[src/core/ptc_defs.svh]
// Fixed levels, standard rates, timing constants and reset values for the trigger qualifier.
`ifndef PTC_DEFS_SVH
`define PTC_DEFS_SVH

// Logic-family switching thresholds in millivolt sample codes.
`define PTC_TTL_LEVEL 16'h0578
`define PTC_ECL_LEVEL 16'hfaec

// Bit rates in kb/s.
`define PTC_RATE_OC1 32'h0000ca80
`define PTC_RATE_OC3 32'h00025f80
`define PTC_RATE_OC12 32'h00097e00
`define PTC_RATE_MASK 32'h00000040
`define PTC_RATE_E1 32'h00000800
`define PTC_RATE_E2 32'h000020f8
`define PTC_RATE_E3 32'h00008640
`define PTC_RATE_E4 32'h00021ffc
`define PTC_RATE_E5 32'h00089f08

// Timing: clock period and the shortest edge slew qualification can resolve.
`define PTC_CLK_PS 8000
`define PTC_MIN_SLEW_PS 600
`define PTC_MIN_SLEW_CYC (((`PTC_MIN_SLEW_PS + `PTC_CLK_PS - 1) / `PTC_CLK_PS) < 1 ? 1 : \
	((`PTC_MIN_SLEW_PS + `PTC_CLK_PS - 1) / `PTC_CLK_PS))
`define PTC_AUTO_US 100
`define PTC_AUTO_CYC ((`PTC_AUTO_US * 1000000) / `PTC_CLK_PS)

// Reset values.
`define PTC_RST_LEVEL 16'h0000
`define PTC_RST_RATE 32'h00000000

`endif

[src/core/ptc_pkg.sv]
// Types shared by the trigger qualifier modules.
package ptc_pkg;
	`include "ptc_defs.svh"

	typedef logic signed [15:0] ptc_sample_t;
	typedef enum logic [1:0] {PTC_SRC_ONE = 2'h0, PTC_SRC_TWO = 2'h1, PTC_SRC_THREE = 2'h2,
		PTC_SRC_FOUR = 2'h3} ptc_src_t;
	typedef enum logic [1:0] {PTC_CLS_GLITCH = 2'h0, PTC_CLS_WIDTH = 2'h1,
		PTC_CLS_SLEW = 2'h2, PTC_CLS_TIMEOUT = 2'h3} ptc_class_t;
	typedef enum logic [1:0] {PTC_POL_POS = 2'h0, PTC_POL_NEG = 2'h1,
		PTC_POL_EITHER = 2'h2} ptc_pol_t;
	typedef enum logic [1:0] {PTC_LVL_MANUAL = 2'h0, PTC_LVL_TTL = 2'h1, PTC_LVL_ECL = 2'h2,
		PTC_LVL_MID = 2'h3} ptc_lvl_t;
	typedef enum logic [1:0] {PTC_CODE_NRZ = 2'h0, PTC_CODE_AMI = 2'h1, PTC_CODE_CMI = 2'h2,
		PTC_CODE_MASK = 2'h3} ptc_code_t;
	typedef enum logic [3:0] {PTC_STD_OC1 = 4'h0, PTC_STD_OC3 = 4'h1, PTC_STD_OC12 = 4'h2,
		PTC_STD_DS0_SGL = 4'h3, PTC_STD_DS0_DBL = 4'h4, PTC_STD_DS0_DATA = 4'h5,
		PTC_STD_DS0_TIMING = 4'h6, PTC_STD_E1 = 4'h7, PTC_STD_E2 = 4'h8, PTC_STD_E3 = 4'h9,
		PTC_STD_E4 = 4'ha, PTC_STD_E5 = 4'hb, PTC_STD_STM1E = 4'hc} ptc_std_t;
	typedef enum logic [1:0] {PTC_Z_LOW = 2'h0, PTC_Z_MID = 2'h1, PTC_Z_HIGH = 2'h2} ptc_zone_t;
	typedef enum logic [1:0] {PTC_SL_IDLE = 2'h0, PTC_SL_RISE = 2'h1,
		PTC_SL_FALL = 2'h2} ptc_slew_t;

	function automatic ptc_code_t ptc_std_code(input ptc_std_t s);
		unique case (s)
			PTC_STD_OC1, PTC_STD_OC3, PTC_STD_OC12, PTC_STD_E5: ptc_std_code = PTC_CODE_NRZ;
			PTC_STD_E1, PTC_STD_E2, PTC_STD_E3: ptc_std_code = PTC_CODE_AMI;
			PTC_STD_E4, PTC_STD_STM1E: ptc_std_code = PTC_CODE_CMI;
			default: ptc_std_code = PTC_CODE_MASK;
		endcase
	endfunction : ptc_std_code

	function automatic logic [31:0] ptc_std_rate(input ptc_std_t s);
		unique case (s)
			PTC_STD_OC1: ptc_std_rate = `PTC_RATE_OC1;
			PTC_STD_OC3, PTC_STD_STM1E: ptc_std_rate = `PTC_RATE_OC3;
			PTC_STD_OC12: ptc_std_rate = `PTC_RATE_OC12;
			PTC_STD_E1: ptc_std_rate = `PTC_RATE_E1;
			PTC_STD_E2: ptc_std_rate = `PTC_RATE_E2;
			PTC_STD_E3: ptc_std_rate = `PTC_RATE_E3;
			PTC_STD_E4: ptc_std_rate = `PTC_RATE_E4;
			PTC_STD_E5: ptc_std_rate = `PTC_RATE_E5;
			default: ptc_std_rate = `PTC_RATE_MASK;
		endcase
	endfunction : ptc_std_rate
endpackage : ptc_pkg

[src/core/ptc_peak_if.sv]
// Carrier between the trigger qualifier and its peak tracker.
`timescale 1ns/1ps
interface ptc_peak_if import ptc_pkg::*; ();
	ptc_sample_t sample;
	ptc_sample_t mid_level;
	logic mid_valid;
	modport tracker (input sample, output mid_level, output mid_valid);
	modport user (output sample, input mid_level, input mid_valid);
endinterface : ptc_peak_if

[src/core/ptc_peak_track.sv]
// Peak tracker that reports the midpoint between the source's extremes each window.
`timescale 1ns/1ps
`include "ptc_defs.svh"
module ptc_peak_track import ptc_pkg::*; #(
	parameter int WINDOW = 1024
) (
	input wire logic clk,
	input wire logic rst,
	ptc_peak_if.tracker pk
);
	ptc_sample_t hi;
	ptc_sample_t lo;
	ptc_sample_t mid;
	logic valid;
	logic [31:0] cnt;
	ptc_sample_t next_hi;
	ptc_sample_t next_lo;
	ptc_sample_t next_mid;
	logic next_valid;
	logic [31:0] next_cnt;
	logic signed [16:0] sum;

	always_comb begin
		sum = 17'(hi) + 17'(lo);
		next_hi = (pk.sample > hi) ? pk.sample : hi;
		next_lo = (pk.sample < lo) ? pk.sample : lo;
		next_mid = mid;
		next_valid = valid;
		next_cnt = cnt + 32'h1;
		if (cnt == 32'(WINDOW - 1)) begin
			next_mid = ptc_sample_t'(sum >>> 1);
			next_valid = 1'b1;
			next_hi = pk.sample;
			next_lo = pk.sample;
			next_cnt = 32'h0;
		end
	end

	always_ff @(posedge clk) begin
		if (rst) begin
			hi <= 16'h8000;
			lo <= 16'h7fff;
			mid <= `PTC_RST_LEVEL;
			valid <= 1'b0;
			cnt <= 32'h0;
		end else begin
			hi <= next_hi;
			lo <= next_lo;
			mid <= next_mid;
			valid <= next_valid;
			cnt <= next_cnt;
		end
	end

	assign pk.mid_level = mid;
	assign pk.mid_valid = valid;
endmodule : ptc_peak_track

[src/core/ptc_trigger.sv]
// Pulse timeout, slew-rate and communications trigger qualification.
`timescale 1ns/1ps
`include "ptc_defs.svh"

////////////////////////////////////////////////////////////////////////////////
// What this block does
// - Slew trigger point at last crossed threshold
// - One source choice serves all classes
// - Held-high dwell past timeout fires
// - Held-low dwell past timeout fires
// - Either side dwell past timeout fires
// - Timeout is a programmed comparison limit
// - TTL preset replaces the trigger level
// - ECL preset replaces the trigger level
// - Midpoint preset uses centre between peaks
// - Mode and holdoff apply to every class
// - Comm trigger picks code and standard rate
// - Comm trigger forces needed acquisition settings
// - Mask loads comm settings, not reverse
// - TTL level is plus 1.4 volts
// - ECL level is minus 1.3 volts
// - Edges faster than 600 ps never qualify
module ptc_trigger import ptc_pkg::*; #(
	parameter int AUTO_CYCLES = `PTC_AUTO_CYC,
	parameter int PEAK_WINDOW = 1024
) (
	input wire logic clk,
	input wire logic rst,
	input wire ptc_sample_t input_channel_one,
	input wire ptc_sample_t input_channel_two,
	input wire ptc_sample_t input_channel_three,
	input wire ptc_sample_t input_channel_four,
	input wire ptc_src_t source_sel,
	input wire ptc_class_t pulse_class,
	input wire ptc_pol_t polarity,
	input wire ptc_lvl_t level_sel,
	input wire ptc_sample_t manual_level,
	input wire ptc_sample_t upper_threshold,
	input wire ptc_sample_t lower_threshold,
	input wire logic [31:0] delta_cycles,
	input wire logic trigger_if_faster,
	input wire logic [31:0] timeout_cycles,
	input wire logic auto_mode,
	input wire logic [31:0] holdoff_cycles,
	input wire logic comm_enable,
	input wire logic comm_select,
	input wire ptc_code_t comm_code_sel,
	input wire ptc_std_t comm_std_sel,
	input wire logic mask_load,
	input wire ptc_std_t mask_std,
	output logic trigger,
	output logic trigger_forced,
	output logic trig_at_upper,
	output ptc_sample_t trigger_level,
	output ptc_std_t comm_std,
	output ptc_code_t comm_code,
	output logic [31:0] comm_bit_rate,
	output logic mask_active,
	output ptc_std_t active_mask,
	output logic force_width_class,
	output logic force_midpoint_level
);
	////////////////////////////////////////////////////////////////////////////////
	// Source selection and level.
	ptc_sample_t chans [4];
	ptc_sample_t src;
	ptc_sample_t next_level;
	logic above;
	logic above_q;
	ptc_peak_if pk ();

	assign chans[0] = input_channel_one;
	assign chans[1] = input_channel_two;
	assign chans[2] = input_channel_three;
	assign chans[3] = input_channel_four;
	assign src = chans[source_sel];
	assign pk.sample = src;

	ptc_peak_track #(.WINDOW(PEAK_WINDOW)) u_peak (
		.clk(clk),
		.rst(rst),
		.pk(pk)
	);

	always_comb begin
		unique case (level_sel)
			PTC_LVL_MANUAL: next_level = manual_level;
			PTC_LVL_TTL: next_level = `PTC_TTL_LEVEL;
			PTC_LVL_ECL: next_level = `PTC_ECL_LEVEL;
			PTC_LVL_MID: next_level = pk.mid_valid ? pk.mid_level : trigger_level;
		endcase
	end

	assign above = src > trigger_level;

	////////////////////////////////////////////////////////////////////////////////
	// Timeout class.
	logic [31:0] dwell;
	logic armed;
	logic [31:0] next_dwell;
	logic next_armed;
	logic side_ok;
	logic to_hit;

	always_comb begin
		unique case (polarity)
			PTC_POL_POS: side_ok = above_q;
			PTC_POL_NEG: side_ok = !above_q;
			default: side_ok = 1'b1;
		endcase
		to_hit = (pulse_class == PTC_CLS_TIMEOUT) && armed && side_ok &&
			(dwell == timeout_cycles);
		next_dwell = (dwell == 32'hffffffff) ? dwell : dwell + 32'h1;
		next_armed = armed;
		if (above != above_q) begin
			next_dwell = 32'h0;
			next_armed = 1'b1;
		end else if (to_hit) begin
			next_armed = 1'b0;
		end
	end

	////////////////////////////////////////////////////////////////////////////////
	// Slew-rate class.
	ptc_zone_t zone;
	ptc_zone_t zone_q;
	ptc_slew_t sl;
	ptc_slew_t next_sl;
	logic [31:0] sl_cnt;
	logic [31:0] next_sl_cnt;
	logic slew_hit;
	logic rate_ok;
	logic next_at_upper;

	always_comb begin
		if (src >= upper_threshold) begin
			zone = PTC_Z_HIGH;
		end else if (src < lower_threshold) begin
			zone = PTC_Z_LOW;
		end else begin
			zone = PTC_Z_MID;
		end
		rate_ok = trigger_if_faster ? (sl_cnt < delta_cycles) : (sl_cnt > delta_cycles);
		next_sl = sl;
		next_sl_cnt = sl_cnt + 32'h1;
		slew_hit = 1'b0;
		next_at_upper = trig_at_upper;
		unique case (sl)
			PTC_SL_IDLE: begin
				next_sl_cnt = 32'h0;
				if (zone == PTC_Z_MID && zone_q == PTC_Z_LOW && polarity != PTC_POL_NEG) begin
					next_sl = PTC_SL_RISE;
				end else if (zone == PTC_Z_MID && zone_q == PTC_Z_HIGH &&
					polarity != PTC_POL_POS) begin
					next_sl = PTC_SL_FALL;
				end
			end
			PTC_SL_RISE: begin
				if (zone != PTC_Z_MID) begin
					next_sl = PTC_SL_IDLE;
					if (zone == PTC_Z_HIGH && sl_cnt >= 32'(`PTC_MIN_SLEW_CYC - 1)) begin
						slew_hit = rate_ok;
						next_at_upper = 1'b1;
					end
				end
			end
			PTC_SL_FALL: begin
				if (zone != PTC_Z_MID) begin
					next_sl = PTC_SL_IDLE;
					if (zone == PTC_Z_LOW && sl_cnt >= 32'(`PTC_MIN_SLEW_CYC - 1)) begin
						slew_hit = rate_ok;
						next_at_upper = 1'b0;
					end
				end
			end
			default: next_sl = PTC_SL_IDLE;
		endcase
		if (pulse_class != PTC_CLS_SLEW) begin
			slew_hit = 1'b0;
			next_at_upper = trig_at_upper;
		end
	end

	////////////////////////////////////////////////////////////////////////////////
	// Mode and holdoff shared by every class.
	logic [31:0] hold_cnt;
	logic [31:0] auto_cnt;
	logic [31:0] next_hold_cnt;
	logic [31:0] next_auto_cnt;
	logic next_trigger;
	logic next_forced;
	logic raw_hit;

	always_comb begin
		raw_hit = to_hit || slew_hit;
		next_trigger = 1'b0;
		next_forced = 1'b0;
		next_hold_cnt = (hold_cnt != 32'h0) ? hold_cnt - 32'h1 : 32'h0;
		next_auto_cnt = auto_cnt + 32'h1;
		if (hold_cnt == 32'h0) begin
			if (raw_hit) begin
				next_trigger = 1'b1;
			end else if (auto_mode && auto_cnt >= 32'(AUTO_CYCLES - 1)) begin
				next_trigger = 1'b1;
				next_forced = 1'b1;
			end
		end
		if (next_trigger) begin
			next_hold_cnt = holdoff_cycles;
			next_auto_cnt = 32'h0;
		end
	end

	////////////////////////////////////////////////////////////////////////////////
	// Communications settings.
	ptc_std_t next_std;
	logic next_mask_active;
	ptc_std_t next_mask;

	always_comb begin
		next_std = comm_std;
		next_mask_active = mask_active;
		next_mask = active_mask;
		if (mask_load) begin
			next_std = mask_std;
			next_mask_active = 1'b1;
			next_mask = mask_std;
		end else if (comm_select && (ptc_std_code(comm_std_sel) == comm_code_sel)) begin
			next_std = comm_std_sel;
		end
	end

	assign comm_code = ptc_std_code(comm_std);
	assign force_width_class = comm_enable && (comm_code == PTC_CODE_MASK);
	assign force_midpoint_level = comm_enable && (comm_code == PTC_CODE_AMI);

	////////////////////////////////////////////////////////////////////////////////
	// State registers.
	always_ff @(posedge clk) begin
		if (rst) begin
			trigger_level <= `PTC_RST_LEVEL;
			above_q <= 1'b0;
			dwell <= 32'h0;
			armed <= 1'b1;
			zone_q <= PTC_Z_MID;
			sl <= PTC_SL_IDLE;
			sl_cnt <= 32'h0;
			trig_at_upper <= 1'b0;
			hold_cnt <= 32'h0;
			auto_cnt <= 32'h0;
			trigger <= 1'b0;
			trigger_forced <= 1'b0;
			comm_std <= PTC_STD_OC1;
			comm_bit_rate <= `PTC_RST_RATE;
			mask_active <= 1'b0;
			active_mask <= PTC_STD_DS0_SGL;
		end else begin
			trigger_level <= next_level;
			above_q <= above;
			dwell <= next_dwell;
			armed <= next_armed;
			zone_q <= zone;
			sl <= next_sl;
			sl_cnt <= next_sl_cnt;
			trig_at_upper <= next_at_upper;
			hold_cnt <= next_hold_cnt;
			auto_cnt <= next_auto_cnt;
			trigger <= next_trigger;
			trigger_forced <= next_forced;
			comm_std <= next_std;
			comm_bit_rate <= ptc_std_rate(next_std);
			mask_active <= next_mask_active;
			active_mask <= next_mask;
		end
	end
endmodule : ptc_trigger

[config.mk]
export PLATFORM = sky130hd
export DESIGN_NAME = ptc_trigger
export DESIGN_NICKNAME = d
export VERILOG_FILES = /design/src/core/ptc_pkg.sv /design/src/core/ptc_peak_if.sv /design/src/core/ptc_peak_track.sv /design/src/core/ptc_trigger.sv
export VERILOG_INCLUDE_DIRS = /design/src /design/src/core
export SDC_FILE = /design/constraint.sdc
export NUM_CORES = 1
export LEC_CHECK = 0
export BUFFER_PORTS_ARGS = -buffer_cell sky130_fd_sc_hd__buf_2
export CORE_UTILIZATION = 61
export DETAILED_ROUTE_END_ITERATION = 7
export PLACE_DENSITY = 0.84
export REMOVE_ABC_BUFFERS = 1
export SLEW_MARGIN = 20
export SYNTH_ARGS = -nofsm -noshare
export SYNTH_HDL_FRONTEND = slang
export SYNTH_SLANG_ARGS = --single-unit
export TNS_END_PERCENT = 5
[constraint.sdc]
create_clock -name clk -period 11.3 [get_ports clk]
set_input_delay 0.565 -clock clk [delete_from_list [all_inputs] [get_ports clk]]
set_output_delay 0.565 -clock clk [all_outputs]
set_load 0.005 [all_outputs]
==> run metrics <==
Initial DRC Count 1033; port bufs 281; width of the die 163.7 um; wire per inst 16.80 um; period utilization 0.3596; CP max stage delay 0.77 ns; ys async rst share 0; Required @ worst endpoint 11.74 ns; row count 58; synthesized area 15960 um2; largest area contributor in the netlist dfxtp_1; startpoint types input port; first-pass GRT wire length 67690 um; critical-path maximum fanout 33; Post-Route WL 41710 um; DRC Markers 0; detailed placer's ending HPWL 31480 um; critical path class in -> reg; CTS tree done; Routed Antenna Nets 0; clk sinks 261; top cells by area, synth dfxtp_1, ha_1, xnor2_1; max cap viols 0; Yosys warning count 0; Max Transition Viols Final 0; RSZ-0062 raised after global routing false; CTS Buf Count 28; DR vias 14.60k; status finished clean; Cell Pwr Density 167.6 nW/um2; HP Class in -> reg; Final setup viols 0; CP Data Arrival Time 4.50 ns; total track usage 0.3087; Root Driver clkbuf_16; CTS resizes 0; reg2reg path depth 10; gpl congestion 0.9842; placed insts 2429; top cell type's share of synthesized area 0.3275; Fmax 0.2461 GHz; EDFF count, synth 0; total negative slack 0 ns; Synth Instances 1891; Critical-path top delay cell a2111oi_0; Avg Vias per Cell 5.881; crit path capture type flip-flop; clk slew on worst S/H paths 0.06 ns; Die Ht 163.7 um; pin count of the biggest net entering global routing 68; crit path cell chain buf_2 > mux4_2 > ha_1 > a21o_1 > a21o_1 > a21oi_1 > nor2_1 > a2111oi_0 > nand3_1 > a31o_2 > a211oi_1; Top cell by count, worst path a21o_1; most frequent cells in the layout buf_2, dfxtp_1, nor2_1; CP startpoint source_sel[0]; hold path endpoint hold_cnt[13]$_SDFF_PP0_; Yosys reg bits 261; fraction of layout cells with a size suffix above 1 0.1857; Primary FF master, synth dfxtp_1; hold depth 2; # nets final 2502; initial antenna violation count 6; Peak VDD IR 0.0001721 V; Top Ports 297; R2R Path End hold_cnt[31]$_SDFF_PP0_; most common cell after layout, fill and taps aside buf_2; initial core utilization 0.6282; syn_area_per_cell 8.438 um2; startpoint of the worst hold path holdoff_cycles[13]; headroom to the max-slew limit 0.3350; number of library cell types mapped by synthesis 77; total gr overflow 0; hold buffers post-CTS 0; Pre-Repair DR Iteration Count 5; Final Hold Fails 0; vias in the first global route 13.97k; post-synthesis sequential area ratio 0.3275; Area growth syn-to-layout 15.38%; Final Instance Count excl. Fillers 2483; Worst-Margin Slew 0.9952 ns; H-tree depth 1; clock insertion delay at the later pin of the skew report 0.54 ns; leakage power 7.896 nW; Core Region 25400 um2; die area 26810 um2; R2R Path Start sl_cnt[12]$_SDFF_PP0_; Post-CTS Setup Repair Bufs 0; skew final 0.01523 ns; Filler cells 1985; flop-to-flop setup slack 7.83 ns; min Tclk post-route 4.063 ns; CTS max path bufs 3
## power breakdown
part           internal (W)  total (W)  switching [W]  leakage, nW
sequential          0.00102    0.00112      0.0000950         2.13
clock              0.000544   0.000905       0.000361        0.449
combinational      0.000466    0.00106       0.000597         5.32
## layout make-up
type / count / area, um2 / share of cell area
repair buffers: 291 / 1504 / 0.08169
multi-input cells: 1398 / 9782 / 0.5313
clock inverters: 3 / 43.79 / 0.002379
well taps: 330 / 412.9 / 0.02243
clock buffers: 47 / 873.3 / 0.04744
inverters: 149 / 559.3 / 0.03038
diodes: 4 / 10.01 / 0.0005437
flip-flops and latches: 261 / 5225 / 0.2838
## critical path: cells and delay by family
kind	cells	cell delay, ns
compound gates	6	2.14
fa+ha+maj	1	0.35
buf+inv	1	0.42
mux	1	0.71
simple gates	2	0.30
## Yosys cell counts, types with 4 or more instances
| cell type | n |
|---|---|
| a211oi_1 | 52 |
| a21o_1 | 26 |
| a21oi_1 | 132 |
| a311oi_1 | 5 |
| a31o_2 | 30 |
| and2_1 | 10 |
| and3_1 | 31 |
| and4_1 | 11 |
| buf_1 | 4 |
| buf_2 | 15 |
| buf_4 | 17 |
| clkbuf_1 | 57 |
| dfxtp_1 | 261 |
| ha_1 | 139 |
| inv_1 | 149 |
| mux2i_1 | 21 |
| mux4_2 | 16 |
| nand2_1 | 128 |
| nand2b_1 | 11 |
| nand3_1 | 93 |
| nand4_1 | 50 |
| nor2_1 | 179 |
| nor2b_1 | 10 |
| nor3_1 | 33 |
| nor3b_1 | 4 |
| nor4_1 | 26 |
| o2111ai_1 | 4 |
| o211ai_1 | 21 |
| o21a_1 | 11 |
| o21ai_0 | 56 |
| o311ai_0 | 5 |
| o31ai_1 | 7 |
| or2_2 | 4 |
| or3_1 | 14 |
| or4_1 | 9 |
| xnor2_1 | 101 |
| xor2_1 | 82 |
## layer usage
layer	up-vias	GRT usage	share of wire
met5	-	0	0.00067
met4	4	0.09175	0.024
met3	93	0.05328	0.073
met2	544	0.5169	0.46
met1	6801	0.4054	0.44
li1	7161	-	-
## cell families after synthesis
| kind of cell | synth area share |
|---|---|
| compound gates | 0.1633 |
| xor+xnor | 0.1004 |
| fa+ha+maj | 0.1102 |
| buf+inv | 0.06453 |
| flops | 0.3275 |
| mux | 0.03576 |
| other cells | 0.0002350 |
| simple gates | 0.1980 |
## per-stage QoR
step	hold WS, ns	instance area (um2)	worst slack, ns	util	power [W]
detailed placement	0.4474	17470	6.758	0.6879	0.002167
finish	0.2475	18410	7.237	0.7248	0.003086
floorplan	0.4255	15540	7.070	-	0.001886
global route	0.2429	18410	7.058	0.7246	0.003268
global placement	0.4411	17440	6.855	0.6868	0.002124
CTS	0.2324	18390	7.322	0.7240	0.003084
## registers in the layout, summed over array words and instances, names as in the netlist, 4 cells and up
signal and flops:
comm_bit_rate 16, active_mask 4, u_peak.cnt 32, trigger_level 16, sl_cnt 32, u_peak.pk.mid_level 16
auto_cnt 32, hold_cnt 32, u_peak.hi 16, u_peak.lo 16, comm_std 4, dwell 32
## worst max path at each step
stage / end / cells after the start
6_report: dwell[4]$_SDFFE_PP0P_ / 11
5_1_grt: dwell[3]$_SDFFE_PP0P_ / 11
4_1_cts: dwell[29]$_SDFFE_PP0P_ / 11
3_5_place_dp: dwell[8]$_SDFFE_PP0P_ / 11
3_3_place_gp: armed$_SDFFE_PP1P_ / 11
2_1_floorplan: auto_cnt[1]$_SDFF_PP0_ / 9
No activity file was read; power rests on OpenSTA's default activity.
